### src/ubt_pkg.sv
package ubt_pkg;
   localparam logic [3:0] ADDR_BUF      = 4'h0;
   localparam logic [3:0] ADDR_CTRL     = 4'h1;
   localparam logic [3:0] ADDR_POWER    = 4'h2;
   localparam logic [3:0] ADDR_CONFIG   = 4'h3;
   localparam logic [3:0] ADDR_TLOW     = 4'h4;
   localparam logic [3:0] ADDR_THIGH    = 4'h5;
   localparam logic [3:0] ADDR_TCTRL    = 4'h6;
   localparam logic [3:0] ADDR_TCLKSEL  = 4'h7;
   localparam logic [3:0] ADDR_SRCSEL   = 4'h8;
   localparam int CTRL_MODE_HI = 7;
   localparam int CTRL_MODE_LO = 6;
   localparam int CTRL_MP      = 5;
   localparam int CTRL_REN     = 4;
   localparam int CTRL_TB8     = 3;
   localparam int CTRL_RB8     = 2;
   localparam int CTRL_TI      = 1;
   localparam int CTRL_RI      = 0;
   localparam int POWER_DBL    = 7;
   localparam int CONFIG_DBL   = 0;
   localparam int SRC_T2       = 0;
   localparam int TCTRL_SEL_HI = 7;
   localparam int TCTRL_SEL_LO = 5;
   localparam logic [7:0] TCTRL_MASK   = 8'hEB;
   localparam logic [7:0] TCLKSEL_MASK = 8'h07;
   localparam logic [7:0] REG_RST      = 8'h00;
   localparam logic [2:0] SEL_GT1 = 3'h0;
   localparam logic [2:0] SEL_T0  = 3'h1;
   localparam logic [2:0] SEL_T1  = 3'h2;
   localparam logic [2:0] SEL_T2  = 3'h4;
   localparam logic [1:0] MODE_SHIFT  = 2'h0;
   localparam logic [1:0] MODE_ASYNC8 = 2'h1;
   localparam logic [1:0] MODE_FIXED9 = 2'h2;
   localparam logic [1:0] MODE_VAR9   = 2'h3;
   localparam logic [1:0] MC_LAST     = 2'h2;
   localparam logic [5:0] M0_LEAD_MC  = 6'h04;
   localparam logic [5:0] M0_END_MC   = 6'h24;
   localparam logic [3:0] SMP_A       = 4'h6;
   localparam logic [3:0] SMP_B       = 4'h7;
   localparam logic [3:0] SMP_C       = 4'h8;
   localparam logic [3:0] TICK_LAST   = 4'hF;
   localparam logic [3:0] FRAME8      = 4'hA;
   localparam logic [3:0] FRAME9      = 4'hB;
   localparam logic [3:0] RX_LAST_IDX = 4'h9;
   localparam logic [1:0] FIX64_LAST  = 2'h3;
   typedef enum logic [2:0] {
      TX_IDLE  = 3'b001,
      TX_SHIFT = 3'b010,
      TX_ASYNC = 3'b100
   } ubt_tx_state_e;
   typedef enum logic [1:0] {
      RX_IDLE  = 2'b01,
      RX_ASYNC = 2'b10
   } ubt_rx_state_e;
endpackage

### src/ubt_baud_timer.sv
`timescale 1ns/1ps
module ubt_baud_timer (
   input  wire logic       clk,
   input  wire logic       rst_n,
   input  wire logic       run,
   input  wire logic       clkCount,
   input  wire logic       mcTick,
   input  wire logic       wrLow,
   input  wire logic       wrHigh,
   input  wire logic [7:0] wrData,
   output logic      [7:0] count_r,
   output logic      [7:0] reload_r,
   output logic            ovf_r
);
   logic step;

   // no prescaler and no interrupt path, overflow feeds timerOvf, and the uart for timer 0 only
   assign step = run && (clkCount || mcTick);

   always_ff @(posedge clk or negedge rst_n) begin
      if (!rst_n) begin
         count_r <= ubt_pkg::REG_RST;
         ovf_r   <= 1'b0;
      end else begin
         ovf_r <= step && (count_r == 8'hFF);
         if (wrLow) begin
            count_r <= wrData;
         end else if (step) begin
            count_r <= (count_r == 8'hFF) ? reload_r : count_r + 8'h01;
         end
      end
   end

   always_ff @(posedge clk or negedge rst_n) begin
      if (!rst_n) begin
         reload_r <= ubt_pkg::REG_RST;
      end else if (wrHigh) begin
         reload_r <= wrData;
      end
   end
endmodule

### src/ubt_rx_sampler.sv
`timescale 1ns/1ps
module ubt_rx_sampler (
   input  wire logic clk,
   input  wire logic rst_n,
   input  wire logic start,
   input  wire logic tick16,
   input  wire logic rxd,
   output logic      bitStb_r,
   output logic      bitVal_r
);
   logic [3:0] cnt_r;
   logic       smpA_r;
   logic       smpB_r;

   always_ff @(posedge clk or negedge rst_n) begin
      if (!rst_n) begin
         cnt_r    <= 4'h0;
         smpA_r   <= 1'b0;
         smpB_r   <= 1'b0;
         bitStb_r <= 1'b0;
         bitVal_r <= 1'b1;
      end else begin
         bitStb_r <= 1'b0;
         if (start) begin
            cnt_r <= 4'h0;
         end else if (tick16) begin
            cnt_r <= cnt_r + 4'h1;
            if (cnt_r == ubt_pkg::SMP_A) begin
               smpA_r <= rxd;
            end
            if (cnt_r == ubt_pkg::SMP_B) begin
               smpB_r <= rxd;
            end
            if (cnt_r == ubt_pkg::SMP_C) begin
               // majority of the three central samples rejects a single glitch
               bitVal_r <= (smpA_r & smpB_r) | (smpA_r & rxd) | (smpB_r & rxd);
               bitStb_r <= 1'b1;
            end
         end
      end
   end
endmodule

### src/ubt_uart_with_baud_timers.sv
// Decided for this implementation: the address-and-strobe port and the register offsets.
`timescale 1ns/1ps
module ubt_uart_with_baud_timers (
   input  wire logic       clk,
   input  wire logic       rst_n,
   input  wire logic [3:0] addr,
   input  wire logic [7:0] wrData,
   input  wire logic       wrStb,
   input  wire logic       rdStb,
   output logic      [7:0] rdData,
   input  wire logic       rxdIn,
   output logic            rxdOut,
   output logic            rxdOe,
   output logic            txd,
   input  wire logic       genTimerOneOvf,
   input  wire logic       genTimerTwoOvf,
   output logic      [2:0] timerOvf
);
   logic [7:0] ctrl_r;
   logic [7:0] rxBuf_r;
   logic       rateDbl_r;
   logic       extraDbl_r;
   logic       t2Sel_r;
   logic [7:0] tctrl_r;
   logic [2:0] clkSel_r;
   logic [7:0] rdData_r;
   logic [1:0] mcPhase_r;
   logic       mcTick;
   logic [1:0] mode;
   logic [2:0] timerRun;
   logic [2:0] timerWrLow;
   logic [2:0] timerWrHigh;
   logic [7:0] timerCount [3];
   logic [7:0] timerReload [3];
   logic [2:0] sel;
   logic       wrBuf;
   logic       wrCtrl;
   logic       tiSet;
   logic       riSet;
   logic       rb8Load;
   logic       rb8Val;

   assign mode  = ctrl_r[ubt_pkg::CTRL_MODE_HI:ubt_pkg::CTRL_MODE_LO];
   assign sel   = tctrl_r[ubt_pkg::TCTRL_SEL_HI:ubt_pkg::TCTRL_SEL_LO];
   assign wrBuf = wrStb && (addr == ubt_pkg::ADDR_BUF);
   assign wrCtrl = wrStb && (addr == ubt_pkg::ADDR_CTRL);
   assign timerRun = {tctrl_r[3], tctrl_r[1], tctrl_r[0]};
   assign mcTick = (mcPhase_r == ubt_pkg::MC_LAST);

   // machine cycle is three clocks
   always_ff @(posedge clk or negedge rst_n) begin
      if (!rst_n) begin
         mcPhase_r <= 2'h0;
      end else begin
         mcPhase_r <= mcTick ? 2'h0 : mcPhase_r + 2'h1;
      end
   end

   // three dedicated timers, only timer 0 can feed the uart; selector codes are one-hot above 000
   genvar g;
   generate
      for (g = 0; g < 3; g++) begin : gTimer
         localparam logic [2:0] SEL_CODE = 3'h1 << g;
         assign timerWrLow[g]  = wrStb && (addr == ubt_pkg::ADDR_TLOW) && (sel == SEL_CODE);
         assign timerWrHigh[g] = wrStb && (addr == ubt_pkg::ADDR_THIGH) && (sel == SEL_CODE);
         ubt_baud_timer uTimer (
            .clk      (clk),
            .rst_n    (rst_n),
            .run      (timerRun[g]),
            .clkCount (clkSel_r[g]),
            .mcTick   (mcTick),
            .wrLow    (timerWrLow[g]),
            .wrHigh   (timerWrHigh[g]),
            .wrData   (wrData),
            .count_r  (timerCount[g]),
            .reload_r (timerReload[g]),
            .ovf_r    (timerOvf[g])
         );
      end
   endgenerate

   // control registers
   always_ff @(posedge clk or negedge rst_n) begin
      if (!rst_n) begin
         rateDbl_r  <= 1'b0;
         extraDbl_r <= 1'b0;
         t2Sel_r    <= 1'b0;
         tctrl_r    <= ubt_pkg::REG_RST;
         clkSel_r   <= 3'h0;
      end else if (wrStb) begin
         case (addr)
            ubt_pkg::ADDR_POWER:   rateDbl_r  <= wrData[ubt_pkg::POWER_DBL];
            ubt_pkg::ADDR_CONFIG:  extraDbl_r <= wrData[ubt_pkg::CONFIG_DBL];
            ubt_pkg::ADDR_SRCSEL:  t2Sel_r    <= wrData[ubt_pkg::SRC_T2];
            ubt_pkg::ADDR_TCTRL:   tctrl_r    <= wrData & ubt_pkg::TCTRL_MASK;
            ubt_pkg::ADDR_TCLKSEL: clkSel_r   <= wrData[2:0];
            default: ;
         endcase
      end
   end

   // serial control; a hardware set beats a software clear in the same cycle
   always_ff @(posedge clk or negedge rst_n) begin
      if (!rst_n) begin
         ctrl_r <= ubt_pkg::REG_RST;
      end else begin
         if (wrCtrl) begin
            ctrl_r[7:3] <= wrData[7:3];
            ctrl_r[ubt_pkg::CTRL_TI] <= wrData[ubt_pkg::CTRL_TI] | tiSet;
            ctrl_r[ubt_pkg::CTRL_RI] <= wrData[ubt_pkg::CTRL_RI] | riSet;
         end else begin
            if (tiSet) ctrl_r[ubt_pkg::CTRL_TI] <= 1'b1;
            if (riSet) ctrl_r[ubt_pkg::CTRL_RI] <= 1'b1;
         end
         if (rb8Load) begin
            ctrl_r[ubt_pkg::CTRL_RB8] <= rb8Val;
         end else if (wrCtrl) begin
            ctrl_r[ubt_pkg::CTRL_RB8] <= wrData[ubt_pkg::CTRL_RB8];
         end
      end
   end

   // read data stands only in the cycle after the strobe
   always_ff @(posedge clk or negedge rst_n) begin
      if (!rst_n) begin
         rdData_r <= 8'h00;
      end else if (!rdStb) begin
         rdData_r <= 8'h00;
      end else begin
         case (addr)
            ubt_pkg::ADDR_BUF:     rdData_r <= rxBuf_r;
            ubt_pkg::ADDR_CTRL:    rdData_r <= ctrl_r;
            ubt_pkg::ADDR_POWER:   rdData_r <= {rateDbl_r, 7'h00};
            ubt_pkg::ADDR_CONFIG:  rdData_r <= {7'h00, extraDbl_r};
            ubt_pkg::ADDR_SRCSEL:  rdData_r <= {7'h00, t2Sel_r};
            ubt_pkg::ADDR_TCTRL:   rdData_r <= tctrl_r;
            ubt_pkg::ADDR_TCLKSEL: rdData_r <= {5'h00, clkSel_r};
            ubt_pkg::ADDR_TLOW: begin
               case (sel)
                  ubt_pkg::SEL_T0: rdData_r <= timerCount[0];
                  ubt_pkg::SEL_T1: rdData_r <= timerCount[1];
                  ubt_pkg::SEL_T2: rdData_r <= timerCount[2];
                  default:         rdData_r <= 8'h00;
               endcase
            end
            ubt_pkg::ADDR_THIGH: begin
               case (sel)
                  ubt_pkg::SEL_T0: rdData_r <= timerReload[0];
                  ubt_pkg::SEL_T1: rdData_r <= timerReload[1];
                  ubt_pkg::SEL_T2: rdData_r <= timerReload[2];
                  default:         rdData_r <= 8'h00;
               endcase
            end
            default: rdData_r <= 8'h00;
         endcase
      end
   end
   assign rdData = rdData_r;

   // 16x sample tick
   logic [1:0] fixCnt_r;
   logic       ovfHalf_r;
   logic       srcOvf;
   logic       dblAny;
   logic       fixTick;
   logic       tick16;

   // reload FF or FE in clock-count mode overflows too fast to follow
   assign srcOvf = timerRun[0] ? timerOvf[0] :
                   (t2Sel_r ? genTimerTwoOvf : genTimerOneOvf);
   assign dblAny = rateDbl_r | extraDbl_r;

   always_comb begin
      case ({extraDbl_r, rateDbl_r})
         2'b00:   fixTick = (fixCnt_r == ubt_pkg::FIX64_LAST);
         2'b11:   fixTick = 1'b1;
         default: fixTick = fixCnt_r[0];
      endcase
   end

   assign tick16 = (mode == ubt_pkg::MODE_FIXED9) ? fixTick :
                   (srcOvf && (dblAny || ovfHalf_r));

   always_ff @(posedge clk or negedge rst_n) begin
      if (!rst_n) begin
         fixCnt_r  <= 2'h0;
         ovfHalf_r <= 1'b0;
      end else begin
         fixCnt_r <= fixCnt_r + 2'h1;
         if (srcOvf) begin
            ovfHalf_r <= ~ovfHalf_r;
         end
      end
   end

   // receive pin through three flops; level changes once stages two and three agree
   logic [2:0] rxSync_r;
   logic       rxF_r;
   logic       rxPrev_r;

   always_ff @(posedge clk or negedge rst_n) begin
      if (!rst_n) begin
         rxSync_r <= 3'b111;
         rxF_r    <= 1'b1;
         rxPrev_r <= 1'b1;
      end else begin
         rxSync_r <= {rxSync_r[1:0], rxdIn};
         if (rxSync_r[1] == rxSync_r[2]) begin
            rxF_r <= rxSync_r[2];
         end
         rxPrev_r <= rxF_r;
      end
   end

   // baud rollover every 16 ticks, free running so tx bits align to it
   logic [3:0] txDiv_r;
   logic       rollover;

   assign rollover = tick16 && (txDiv_r == ubt_pkg::TICK_LAST);

   always_ff @(posedge clk or negedge rst_n) begin
      if (!rst_n) begin
         txDiv_r <= 4'h0;
      end else if (tick16) begin
         txDiv_r <= txDiv_r + 4'h1;
      end
   end

   // transmit and shift-mode engine
   ubt_pkg::ubt_tx_state_e txState_r;
   logic [10:0] txShift_r;
   logic [3:0]  txCnt_r;
   logic [5:0]  mcCnt_r;
   logic        m0Tx_r;
   logic [7:0]  m0Rx_r;
   logic        m0Window;
   logic        m0Start;
   logic [3:0]  frameLen;

   assign frameLen = (mode == ubt_pkg::MODE_ASYNC8) ? ubt_pkg::FRAME8 : ubt_pkg::FRAME9;
   assign m0Window = (mcCnt_r >= ubt_pkg::M0_LEAD_MC) && (mcCnt_r < ubt_pkg::M0_END_MC);
   assign m0Start  = (mode == ubt_pkg::MODE_SHIFT) && (wrBuf ||
                     (ctrl_r[ubt_pkg::CTRL_REN] && !ctrl_r[ubt_pkg::CTRL_RI]));

   always_ff @(posedge clk or negedge rst_n) begin
      if (!rst_n) begin
         txState_r <= ubt_pkg::TX_IDLE;
         txShift_r <= 11'h7FF;
         txCnt_r   <= 4'h0;
         mcCnt_r   <= 6'h00;
         m0Tx_r    <= 1'b0;
         m0Rx_r    <= 8'h00;
      end else begin
         case (txState_r)
            ubt_pkg::TX_IDLE: begin
               mcCnt_r <= 6'h00;
               txCnt_r <= 4'h0;
               if (m0Start) begin
                  txShift_r <= {3'h7, wrData};
                  m0Tx_r    <= wrBuf;
                  txState_r <= ubt_pkg::TX_SHIFT;
               end else if (wrBuf && mode != ubt_pkg::MODE_SHIFT) begin
                  txShift_r <= {1'b1, (mode == ubt_pkg::MODE_ASYNC8) |
                                ctrl_r[ubt_pkg::CTRL_TB8], wrData, 1'b0};
                  txState_r <= ubt_pkg::TX_ASYNC;
               end
            end
            ubt_pkg::TX_SHIFT: begin
               if (mcTick) begin
                  mcCnt_r <= mcCnt_r + 6'h01;
                  // sample on the rising shift clock, shift out at the bit's end
                  if (m0Window && mcCnt_r[1:0] == 2'h1 && !m0Tx_r) begin
                     m0Rx_r <= {rxF_r, m0Rx_r[7:1]};
                  end
                  if (m0Window && mcCnt_r[1:0] == 2'h3) begin
                     txShift_r <= {1'b1, txShift_r[10:1]};
                  end
                  if (mcCnt_r + 6'h01 == ubt_pkg::M0_END_MC) begin
                     txState_r <= ubt_pkg::TX_IDLE;
                  end
               end
            end
            ubt_pkg::TX_ASYNC: begin
               if (rollover) begin
                  txShift_r <= {1'b1, txShift_r[10:1]};
                  txCnt_r   <= txCnt_r + 4'h1;
                  if (txCnt_r + 4'h1 == frameLen) begin
                     txState_r <= ubt_pkg::TX_IDLE;
                  end
               end
            end
            default: txState_r <= ubt_pkg::TX_IDLE;
         endcase
      end
   end

   logic m0End;
   logic asyncEnd;
   assign m0End    = (txState_r == ubt_pkg::TX_SHIFT) && mcTick &&
                     (mcCnt_r + 6'h01 == ubt_pkg::M0_END_MC);
   assign asyncEnd = (txState_r == ubt_pkg::TX_ASYNC) && rollover &&
                     (txCnt_r + 4'h1 == frameLen);

   // async receiver
   ubt_pkg::ubt_rx_state_e rxState_r;
   logic [3:0] rxIdx_r;
   logic [7:0] rxShift_r;
   logic       rxStart;
   logic       bitStb;
   logic       bitVal;
   logic       rxLast;
   logic       rxAccept;

   assign rxStart = (rxState_r == ubt_pkg::RX_IDLE) && (mode != ubt_pkg::MODE_SHIFT) &&
                    ctrl_r[ubt_pkg::CTRL_REN] && rxPrev_r && !rxF_r;
   assign rxLast  = (rxState_r == ubt_pkg::RX_ASYNC) && bitStb &&
                    (rxIdx_r == ubt_pkg::RX_LAST_IDX);
   // last bit is the stop bit in 8-bit mode and the ninth bit in 9-bit modes
   assign rxAccept = rxLast && !ctrl_r[ubt_pkg::CTRL_RI] &&
                     (!ctrl_r[ubt_pkg::CTRL_MP] || bitVal);

   ubt_rx_sampler uSampler (
      .clk      (clk),
      .rst_n    (rst_n),
      .start    (rxStart),
      .tick16   (tick16),
      .rxd      (rxF_r),
      .bitStb_r (bitStb),
      .bitVal_r (bitVal)
   );

   always_ff @(posedge clk or negedge rst_n) begin
      if (!rst_n) begin
         rxState_r <= ubt_pkg::RX_IDLE;
         rxIdx_r   <= 4'h0;
         rxShift_r <= 8'h00;
      end else begin
         case (rxState_r)
            ubt_pkg::RX_IDLE: begin
               rxIdx_r <= 4'h0;
               if (rxStart) begin
                  rxState_r <= ubt_pkg::RX_ASYNC;
               end
            end
            ubt_pkg::RX_ASYNC: begin
               if (bitStb) begin
                  rxIdx_r <= rxIdx_r + 4'h1;
                  // a start bit that votes high was noise
                  if (rxIdx_r == 4'h0 && bitVal) begin
                     rxState_r <= ubt_pkg::RX_IDLE;
                  end else if (rxLast) begin
                     rxState_r <= ubt_pkg::RX_IDLE;
                  end else if (rxIdx_r != 4'h0) begin
                     rxShift_r <= {bitVal, rxShift_r[7:1]};
                  end
               end
            end
            default: rxState_r <= ubt_pkg::RX_IDLE;
         endcase
      end
   end

   // holding buffer apart from the shifters
   assign riSet   = rxAccept || (m0End && !m0Tx_r);
   assign tiSet   = asyncEnd || (m0End && m0Tx_r);
   assign rb8Load = rxAccept;
   assign rb8Val  = bitVal;

   always_ff @(posedge clk or negedge rst_n) begin
      if (!rst_n) begin
         rxBuf_r <= 8'h00;
      end else if (rxAccept) begin
         rxBuf_r <= rxShift_r;
      end else if (m0End && !m0Tx_r) begin
         rxBuf_r <= m0Rx_r;
      end
   end

   // pins
   logic txd_r;
   logic rxdOut_r;
   logic rxdOe_r;

   always_ff @(posedge clk or negedge rst_n) begin
      if (!rst_n) begin
         txd_r    <= 1'b1;
         rxdOut_r <= 1'b1;
         rxdOe_r  <= 1'b0;
      end else begin
         case (txState_r)
            ubt_pkg::TX_SHIFT: txd_r <= !(m0Window && !mcCnt_r[1]);
            ubt_pkg::TX_ASYNC: txd_r <= txShift_r[0];
            default:           txd_r <= 1'b1;
         endcase
         rxdOut_r <= txShift_r[0];
         rxdOe_r  <= (txState_r == ubt_pkg::TX_SHIFT) && m0Tx_r && m0Window;
      end
   end

   assign txd    = txd_r;
   assign rxdOut = rxdOut_r;
   assign rxdOe  = rxdOe_r;
endmodule

### config.mk
export PLATFORM = sky130hd
export DESIGN_NAME = ubt_uart_with_baud_timers
export DESIGN_NICKNAME = d
export VERILOG_FILES = /design/src/ubt_pkg.sv /design/src/ubt_baud_timer.sv /design/src/ubt_rx_sampler.sv /design/src/ubt_uart_with_baud_timers.sv
export SDC_FILE = /design/constraint.sdc
export NUM_CORES = 1
export LEC_CHECK = 0
export ABC_CLOCK_PERIOD_IN_PS = 4000
export BUFFER_PORTS_ARGS = -buffer_cell sky130_fd_sc_hd__buf_2
export CORE_UTILIZATION = 50
export CTS_CLUSTER_SIZE = 24
export DETAILED_ROUTE_END_ITERATION = 16
export GPL_TIMING_DRIVEN = 0
export PLACE_DENSITY = 0.71
export SETUP_SLACK_MARGIN = 0.15
export SLEW_MARGIN = 20
export SYNTH_ARGS = -nofsm -noshare
export SYNTH_HDL_FRONTEND = slang
export SYNTH_SLANG_ARGS = --single-unit
### constraint.sdc
create_clock -name clk -period 4 [get_ports clk]
set_clock_uncertainty 0.05 [all_clocks]
set_input_delay 0.8 -clock clk [delete_from_list [all_inputs] [get_ports clk]]
set_output_delay 0.8 -clock clk [all_outputs]
set_load 0.01 [all_outputs]
==> impl_metrics.json, run 1 <==
{
  "cts_made_buffers": 17,
  "h-tree-depth": 4,
  "drive_gt1_frac": 0.1691,
  "relSlewSlack": 0.2942,
  "cp_common_cell": "buf_2",
  "ant_nets": 0,
  "endpoint_kind": "register",
  "firstDrtPassIters": 5,
  "synth_flop_cell": "dfrtp_1",
  "arrival_ns": 2.75,
  "synth_nets": 870,
  "slowest_delay_ns": 0.60,
  "layout_commonest_cell": "dfrtp_1",
  "finalNonFillerCells": 1113,
  "via_per_inst": 5.952,
  "grt_max_degree": 82,
  "cpLargestDelayFamily": "simple AND/OR/NAND/NOR gates",
  "fin_crit_sh": 0.6148,
  "grt_antenna_before_repair": 0,
  "post_cts_buffers": 0,
  "r2r_setup_slack_ns": 1.58,
  "yosysWarningCount": 0,
  "p_leak_nw": 4.072,
  "rows": 47,
  "synth_area_sq_um": 8463,
  "rr_endpoint": "rxBuf_r[5]",
  "coreArea_sq_um": 16580,
  "synth_seq_cells": 158,
  "dieArea_sq_um": 17450,
  "slew_viol_final": 0,
  "slowest_stage": "nor3_1",
  "run_status": "completed",
  "cellPowerDensity_nw_per_um2": 578.0,
  "ys_async_sr_fraction": 1.000,
  "cts_root_buf": "clkbuf_16",
  "grt_overflow_total": 0,
  "cts_buffer_depth": 2,
  "wl_per_cell_um": 18.62,
  "cp-start-kind": "input pin",
  "gp_congestion": 0.8998,
  "post_cts_resized": 0,
  "vdd_drop_max_mv": 0.3703,
  "path_cells": "buf_2 -> nor2_1 -> nand3_1 -> nor3_1 -> buf_2 -> nand2_1 -> o31ai_1",
  "drtIter0Drc": 535,
  "hold_class": "in2async",
  "dp_hpwl_um": 14510,
  "cp_num_buf_inv": 2,
  "dp.cells": 1081,
  "dieHeight_um": 132.1,
  "n_antenna_cell": 0,
  "path_max_fanout": 10,
  "ys_types": 71,
  "synth_seq_area_share": 0.4701,
  "initial_utilization": 0.5103,
  "cts.sinks": 158,
  "areaGrowthSynthToFinish_pct": 12.36,
  "pin_count": 33,
  "required_ns": 4.29,
  "clock_latency_ns": 0.45,
  "synth_edf_count": 0,
  "drc": 0,
  "rsz0062_at_grt": "false",
  "final_cell_mix": "dfrtp_1 (138), nand2_1 (98), o21ai_0 (42)",
  "grt_pass1_vias": 6388,
  "critPathKind": "in2reg",
  "die_w_um": 132.1,
  "grt_usage": 0.2521,
  "syn_area_per_cell_sq_um": 10.15,
  "grt_pass1_wl_um": 33970,
  "max_freq_mhz": 406.6,
  "design_area_sq_um": 9509,
  "cts_hold_buf": 0,
  "period_minus_slack_ns": 2.459,
  "port_buffers": 26,
  "reg2reg_depth": 8,
  "tightestPinTransition_ns": 1.051,
  "setup_viol": 0,
  "drt_wl_total_um": 20730,
  "netlist_instances": 834,
  "startpoint": "addr[3]",
  "path_clk_slew_ns": 0.06,
  "vias": 6625,
  "cap_violations": 0,
  "reg2reg_from": "rxIdx_r[1]",
  "place_area_sq_um": 8906,
  "fin_nets": 916,
  "hold_violations": 0,
  "cts_tree": "yes",
  "finalSetupTns_ns": 0
}
[cell families after synthesis]
logic type	synth area share
AO/OA/AOI/OAI	0.1524
XOR/XNOR	0.01656
buffers and inverters	0.03459
multiplexers	0.1387
adder cells (fa/ha/maj)	0.02750
flip-flops	0.4701
AND/OR/NAND/NOR	0.1601
[worst max-delay path by stage]
stage	to	slack, ns	depth (start not counted)
2_1_floorplan	txShift_r[1]	1.69	6
3_3_place_gp	uSampler.smpB_r	-0.33	1
3_5_place_dp	gTimer[2].uTimer.count_r[2]	1.13	7
4_1_cts	rxBuf_r[5]	1.57	8
5_1_grt	gTimer[2].uTimer.count_r[0]	1.30	7
6_report	gTimer[2].uTimer.count_r[2]	1.54	7
[cells in the mapped netlist (9+ instances only)]
library cell | n | share of area
nor3_1 | 17 | 0.010
nor2_1 | 35 | 0.016
clkbuf_1 | 31 | 0.014
xnor2_1 | 13 | 0.013
mux2_1 | 25 | 0.033
nand2_1 | 98 | 0.043
mux2_4 | 10 | 0.018
nor2b_1 | 15 | 0.011
o31ai_1 | 9 | 0.0080
ha_1 | 17 | 0.025
nand3_1 | 34 | 0.020
and4_1 | 9 | 0.0093
a22oi_1 | 21 | 0.019
a21oi_1 | 36 | 0.021
dfstp_2 | 20 | 0.062
o21ai_1 | 26 | 0.015
o211ai_1 | 12 | 0.011
dfrtp_1 | 138 | 0.41
mux2i_1 | 28 | 0.033
buf_2 | 9 | 0.0053
mux2_2 | 41 | 0.055
nand4_1 | 15 | 0.011
o21ai_0 | 42 | 0.025
inv_1 | 21 | 0.0093
[area by class of cell]
class / instances / area, sq um
plain buffers: 47 / 214.0
clock buffers: 18 / 429.2
clock inverters: 14 / 173.9
fillers: 1476 / 7074
inverters: 21 / 78.83
multi-input cells: 608 / 4192
flip-flops and latches: 158 / 3979
well taps: 220 / 275.3
repair buffers: 27 / 167.7
[routing by layer]
metal / track usage / up-vias / routed length [um]
li1: - / 3157 / -
met1: 0.3349 / 3257 / 9352
met2: 0.4042 / 170 / 9921
met3: 0.04306 / 41 / 804
met4: 0.1169 / 0 / 649
met5: 0 / - / 0
[stage by stage]
stage               worst slack (ns)  utilization  power (W)  hold slack [ns]
floorplan                      1.693            -   0.003396           0.2952
global placement             -0.3337       0.5348   0.003784           0.2989
detailed placement             1.134       0.5370   0.003829           0.2976
CTS                            1.569       0.5734   0.005508           0.3104
global route                   1.295       0.5734   0.005794           0.3182
finish                         1.541       0.5734   0.005496           0.2883
[where the power goes]
part           leakage (nW)  internal (W)  switching, W
Clock                 0.285      0.000941      0.000725
Combinational          1.79      0.000672      0.000767
Sequential             2.00       0.00199      0.000405
Total                  4.07       0.00360       0.00190
[registers in the layout, summed over array words and instances, names as in the netlist, 2 cells and up]
signal / flops
clkSel_r: 3
txState_r: 3
rdData: 8
rxSync_r: 3
tctrl_r: 6
fixCnt_r: 2
txCnt_r: 4
mcPhase_r: 2
gTimer.uTimer.count_r: 24
rxState_r: 2
uSampler.cnt_r: 4
ctrl_r: 8
gTimer.uTimer.ovf_r: 3
mcCnt_r: 6
gTimer.uTimer.reload_r: 24
m0Rx_r: 8
txShift_r: 10
rxBuf_r: 8
rxShift_r: 8
txDiv_r: 4
rxIdx_r: 4
(Power assumes the default switching activity.)
==> run 2: changes to the inputs <==
--- a/config.mk
+++ b/config.mk
@@ -5,7 +5,7 @@
 export SDC_FILE = /design/constraint.sdc
 export NUM_CORES = 1
 export LEC_CHECK = 0
-export ABC_CLOCK_PERIOD_IN_PS = 4000
+export ABC_CLOCK_PERIOD_IN_PS = 2540
 export BUFFER_PORTS_ARGS = -buffer_cell sky130_fd_sc_hd__buf_2
 export CORE_UTILIZATION = 50
 export CTS_CLUSTER_SIZE = 24
==> constraint.sdc (replaced) <==
create_clock -name clk -period 2.54 [get_ports clk]
set_clock_uncertainty 0.05 [all_clocks]
set_input_delay 0.508 -clock clk [delete_from_list [all_inputs] [get_ports clk]]
set_output_delay 0.508 -clock clk [all_outputs]
set_load 0.01 [all_outputs]
==> run 2 against run 1 <==
The run now ends with hold timing left. Sequential share of layout area is 0.28 points lower. Flip-flop and latch count is the same. Cell count about the same. Utilization increased by 0.38 points. Total power is 58% higher. Highest routed layer unchanged. Wire length increased by 0.29%. First-iteration DRC count grew 10%.
==> impl_metrics.json, run 2 (synthesis results as in run 1) <==
{
  "fill_cells": 1468,
  "cts_tree": "yes",
  "post-route-util": 0.5773,
  "rows": 47,
  "endpoint_kind": "register",
  "run_status": "finished with violations",
  "vias": 6604,
  "fin_crit_sh": 0.8915,
  "hold_class": "in2async",
  "ant_nets": 0,
  "reg2reg_depth": 7,
  "die_w_um": 132.1,
  "dp_hpwl_um": 14510,
  "drive_gt1_frac": 0.1857,
  "initial_utilization": 0.5103,
  "slowest_stage": "dfstp_2",
  "cts_made_buffers": 17,
  "finalSetupTns_ns": 0,
  "violations": "hold timing",
  "via_per_inst": 5.928,
  "hold_violations": 1,
  "multiInputGateArea_sq_um": 4239,
  "path_cells": "or3b_1 -> clkbuf_1 -> a211o_1 -> o21ai_1 -> a211o_1 -> buf_6 -> mux2_4",
  "cp-start-kind": "register",
  "max_freq_mhz": 441.6,
  "fin_nets": 917,
  "path_clk_slew_ns": 0.07,
  "final_cell_mix": "dfrtp_1 (138), nand2_1 (98), o21ai_0 (42)",
  "drtIter0Drc": 589,
  "dieArea_sq_um": 17450,
  "grt_pass1_wl_um": 33970,
  "cap_violations": 0,
  "critPathKind": "reg2reg",
  "gp_congestion": 0.8998,
  "cp_num_buf_inv": 2,
  "grt_overflow_total": 0,
  "tightestPinTransition_ns": 1.034,
  "grt_pass1_vias": 6388,
  "grt_antenna_before_repair": 0,
  "vdd_drop_max_mv": 0.5770,
  "dieHeight_um": 132.1,
  "slowest_delay_ns": 0.53,
  "clock_latency_ns": 0.44,
  "wl_per_cell_um": 18.66,
  "arrival_ns": 2.58,
  "firstDrtPassIters": 5,
  "seq_area_sq_um": 3979,
  "slew_viol_final": 0,
  "relSlewSlack": 0.3052,
  "cts_buffer_depth": 2,
  "coreArea_sq_um": 16580,
  "grt_max_degree": 82,
  "drt_wl_total_um": 20790,
  "layout_commonest_cell": "dfrtp_1",
  "cp.depth": 7,
  "n_antenna_cell": 0,
  "areaGrowthSynthToFinish_pct": 13.11,
  "period_minus_slack_ns": 2.264,
  "cts.sinks": 158,
  "p_leak_nw": 4.097,
  "whs_ns": -0.001433,
  "p_total_w": 0.008683,
  "grt_usage": 0.2521,
  "h-tree-depth": 4,
  "pin_count": 33,
  "rsz0062_at_grt": "false",
  "cpLargestDelayFamily": "compound AO/OA/AOI/OAI gates",
  "cp_common_cell": "a211o_1",
  "required_ns": 2.86,
  "path_max_fanout": 10,
  "setup_viol": 0,
  "cellPowerDensity_nw_per_um2": 907.0,
  "reg.largest.list": "gTimer.uTimer.count_r: 24 flops, gTimer.uTimer.reload_r: 24 flops, txShift_r: 10 flops",
  "drc": 0,
  "cts_root_buf": "clkbuf_16",
  "port_buffers": 26
}
-- run 2: cell count changes in the layout (fill, tap and decap cells not counted), sizes merged --
cell / before / now
buf: 43 / 44
-- run 2: where the power goes --
group	internal [W]	switching, W	leakage (nW)
Combinational	0.00108	0.00122	1.82
Clock	0.00148	0.00114	0.285
Sequential	0.00313	0.000637	2.00
-- run 2: worst paths after layout --
check                           slack (ns)                     endpoint          from
worst max-delay path                  0.28                 txShift_r[8]  txState_r[0]
worst min-delay path                -0.001  gTimer[2].uTimer.count_r[7]         rst_n
worst max register to register        0.28                 txShift_r[8]  txState_r[0]
worst min register to register        0.31                  rxSync_r[1]   rxSync_r[0]
max in group asynchronous             1.60                 rxState_r[0]         rst_n
min in group clk                      0.11                  rxSync_r[0]         rxdIn
-- run 2: area by class of cell --
type                    instances  share of cell area
multi-input cells             608              0.4428
flip-flops and latches        158              0.4156
clock buffers                  18             0.04483
well taps                     220             0.02875
plain buffers                  47             0.02326
repair buffers                 28             0.01830
clock inverters                14             0.01817
inverters                      21            0.008234
-- run 2: per-layer routing --
metal	GRT usage	up-vias	wire, um	part of all wire
li1	-	3150	-	-
met1	0.3349	3241	9313	0.45
met2	0.4042	176	10020	0.48
met3	0.04306	37	825	0.040
met4	0.1169	0	633	0.030
met5	0	-	0	0
-- run 2: repair_timing --
item | 4_1_cts | 5_1_grt
resized for setup | 1 | 20
setup endpoints to repair | 9 | 38
gates cloned | 0 | 0
hold buffers | 0 | 0
setup buffers | 0 | 1
hold endpoints to repair | 0 | 0
-- run 2: stage by stage --
| step | instance area [sq um] | hold WS (ns) | setup slack, ns | instances |
|---|---|---|---|---|
| 5_1_grt | 9573 | 0.06077 | 0.1558 | 1114 |
| 6_report | 9573 | -0.001433 | 0.2755 | 1114 |
| 2_1_floorplan | 8463 | 0.1624 | 0.4490 | 834 |
| 3_3_place_gp | 8869 | 0.2989 | -1.502 | 1080 |
| 4_1_cts | 9510 | 0.02358 | 0.1215 | 1113 |
| 3_5_place_dp | 8906 | 0.2976 | -0.03405 | 1081 |
==> run 3: changes to the inputs <==
--- a/config.mk
+++ b/config.mk
@@ -5,13 +5,14 @@
 export SDC_FILE = /design/constraint.sdc
 export NUM_CORES = 1
 export LEC_CHECK = 0
+export ABC_AREA = 1
 export ABC_CLOCK_PERIOD_IN_PS = 2540
 export BUFFER_PORTS_ARGS = -buffer_cell sky130_fd_sc_hd__buf_2
 export CORE_UTILIZATION = 50
 export CTS_CLUSTER_SIZE = 24
 export DETAILED_ROUTE_END_ITERATION = 16
 export GPL_TIMING_DRIVEN = 0
-export PLACE_DENSITY = 0.71
+export PLACE_DENSITY = 0.67
 export SETUP_SLACK_MARGIN = 0.15
 export SLEW_MARGIN = 20
 export SYNTH_ARGS = -nofsm -noshare
==> run 3 against run 2 <==
The run ends with DRC, hold timing left. Sequential power is 4% lower. Flip-flop and latch count stayed put. Worst hold slack worse by 0.0023 ns. Highest routed layer unchanged. Critical path type unchanged. Design area is 1.6% lower. Critical endpoint is now txShift_r[7]. Total power is 6.5% lower. Sequential share of layout area is 0.67 points higher. Register-to-register slack better by 0.27 ns. Cell count is 21% higher. Non-clock buffer count is 19 lower. Combinational power is 3% lower. Worst setup slack better by 0.27 ns.
==> impl_metrics.json, run 3 <==
{
  "cellPowerDensity_nw_per_um2": 861.2,
  "max_freq_mhz": 500.2,
  "p_total_w": 0.008114,
  "areaGrowthSynthToFinish_pct": 11.72,
  "drtIter0Drc": 681,
  "coreArea_sq_um": 16520,
  "vdd_drop_max_mv": 0.5553,
  "drt_wl_total_um": 20700,
  "fin_crit_sh": 0.7871,
  "syn_area_per_cell_sq_um": 7.956,
  "grt_max_degree": 86,
  "arrival_ns": 2.32,
  "yosys-top-cells-area": "dfrtp_1 (41%), nand2_1 (14%), dfstp_2 (6.2%), o21ai_0 (5.6%), nand3_1 (5.6%)",
  "synth_nets": 1096,
  "path_max_fanout": 10,
  "p_seq_frac": 0.445,
  "post_cts_resized": 0,
  "cts_root_buf": "clkbuf_16",
  "design_area_sq_um": 9422,
  "dieArea_sq_um": 17390,
  "pin_count": 33,
  "cts.sinks": 158,
  "rsz0062_at_grt": "false",
  "p_clk_frac": 0.281,
  "cts_made_buffers": 17,
  "slew_viol_final": 0,
  "grt_overflow_total": 0,
  "path_clk_slew_ns": 0.06,
  "grt_usage": 0.2558,
  "p_int_w": 0.005184,
  "critPathKind": "reg2reg",
  "hold_class": "in2async",
  "p_comb_frac": 0.274,
  "h-tree-depth": 4,
  "relSlewSlack": 0.5546,
  "p_switching_w": 0.002930,
  "post_cts_buffers": 0,
  "final_cell_mix": "nand2_1 (324), dfrtp_1 (138), inv_1 (121)",
  "ys_top_cells_by_count": "nand2_1 (324), dfrtp_1 (138), inv_1 (121), o21ai_0 (95), nand3_1 (94)",
  "dp_hpwl_um": 15200,
  "yosysWarningCount": 0,
  "fin_nets": 1147,
  "firstDrtPassIters": 12,
  "ys_async_sr_fraction": 1.000,
  "rows": 47,
  "cap_violations": 0,
  "gp_congestion": 0.9823,
  "layout_commonest_cell": "nand2_1",
  "synth_edf_count": 0,
  "hold_violations": 7,
  "vias": 7163,
  "violations": "DRC, hold timing",
  "ant_nets": 0,
  "clock_latency_ns": 0.43,
  "synthDominantCellAreaShare": 0.4095,
  "die_w_um": 131.9,
  "cts_hold_buf": 0,
  "port_buffers": 31,
  "synthDominantAreaCellType": "dfrtp_1",
  "ys_types": 48,
  "setup_viol": 0,
  "cp-start-kind": "register",
  "via_per_inst": 5.330,
  "period_minus_slack_ns": 1.999,
  "place_area_sq_um": 8901,
  "yosys.cell_count.top_type": "nand2_1",
  "synth_seq_area_share": 0.4718,
  "required_ns": 2.86,
  "wl_per_cell_um": 15.40,
  "dieHeight_um": 131.9,
  "post-route-util": 0.5702,
  "run_status": "finished with violations",
  "reg.largest.list": "gTimer.uTimer.count_r: 24 flops, gTimer.uTimer.reload_r: 24 flops, txShift_r: 10 flops",
  "grt_pass1_vias": 6752,
  "synth_area_sq_um": 8433,
  "whs_ns": -0.003776,
  "drc": 2,
  "initial_utilization": 0.5103,
  "synth_flop_cell": "dfrtp_1",
  "finalSetupTns_ns": 0,
  "grt_pass1_wl_um": 34600,
  "netlist_instances": 1060,
  "switching_share": 0.3611,
  "synth_seq_cells": 158,
  "endpoint_kind": "register",
  "n_antenna_cell": 0,
  "drive_gt1_frac": 0.1326,
  "grt_antenna_before_repair": 0,
  "tightestPinTransition_ns": 0.6637,
  "p_leak_nw": 4.595,
  "cts_buffer_depth": 2,
  "cts_tree": "yes"
}
[run 3: cell types whose count changed after synthesis, sizes merged, moves of 21 or more]
cell	before	now
nand2	98	336
mux2i	28	0
mux2	76	1
nor2	35	69
inv	21	127
a22oi	21	0
o211ai	12	35
nand3	34	103
o21ai	68	107
clkbuf	31	5
[run 3: area by class of cell]
class / instances / area (sq um)
Multi-Input combinational cell: 747 / 3802
Inverter: 131 / 501.7
Clock buffer: 21 / 450.4
Sequential cell: 158 / 3979
Buffer: 24 / 150.1
Tap cell: 220 / 275.3
Timing Repair Buffer: 32 / 192.7
Fill cell: 1534 / 7103
Clock inverter: 11 / 70.07
[run 3: final timing paths]
path | start | to | slack, ns | cells past startpoint
min in group clk | rxdIn | rxSync_r[0] | 0.13 | 1
worst min-delay path | rst_n | rxShift_r[3] | -0.004 | 1
max in group asynchronous | rst_n | uSampler.bitVal_r | 1.59 | 2
worst max-delay path | rateDbl_r | txShift_r[7] | 0.54 | 10
worst max register to register | rateDbl_r | txShift_r[7] | 0.54 | 10
worst min register to register | rxSync_r[0] | rxSync_r[1] | 0.31 | 0
[run 3: logic make-up (layout without fill, tap and decap cells)]
logic type	count (synthesis)	in the layout	synth area share
buffers and inverters	155	219	0.07730
muxes	1	1	0.001335
AOI/OAI and AO/OA	179	179	0.1257
xor gates and xnor gates	18	18	0.01869
and+or+nand+nor	531	531	0.2788
DFF	158	158	0.4718
adders and majority gates	18	18	0.02641
[run 3: stage by stage]
step,setup WS [ns],instances
finish,0.5408,1344
global route,0.3507,1344
CTS,0.5197,1344
detailed placement,0.4272,1312
global placement,-1.486,1311
floorplan,0.8922,1060
[run 3: metal layers]
metal	track usage	part of all wire	vias up	wire length (um)
met3	0.04844	0.054	33	1109
met2	0.3868	0.45	203	9227
li1	-	-	3546	-
met1	0.3687	0.48	3381	9923
met4	0.08721	0.021	0	443
met5	0	0	-	0
[run 3: power by group through the flow]
stage               logic, W  clock network, W  registers [W]
finish               0.00222           0.00228        0.00361
global route         0.00257           0.00242        0.00369
CTS                  0.00223           0.00232        0.00360
detailed placement   0.00221                 0        0.00364
global placement     0.00217                 0        0.00363
floorplan            0.00169                 0        0.00350
[run 3: worst max-delay path: stages, from the launching register on]
cell and delay [ns]:
dfrtp_1 0.41, inv_1 0.06, ha_1 0.30, a21oi_1 0.15, nand2_1 0.08, nand2_2 0.22, nand2_1 0.08, nand2_1 0.19
buf_4 0.21, nand3_1 0.10, nand2_1 0.07
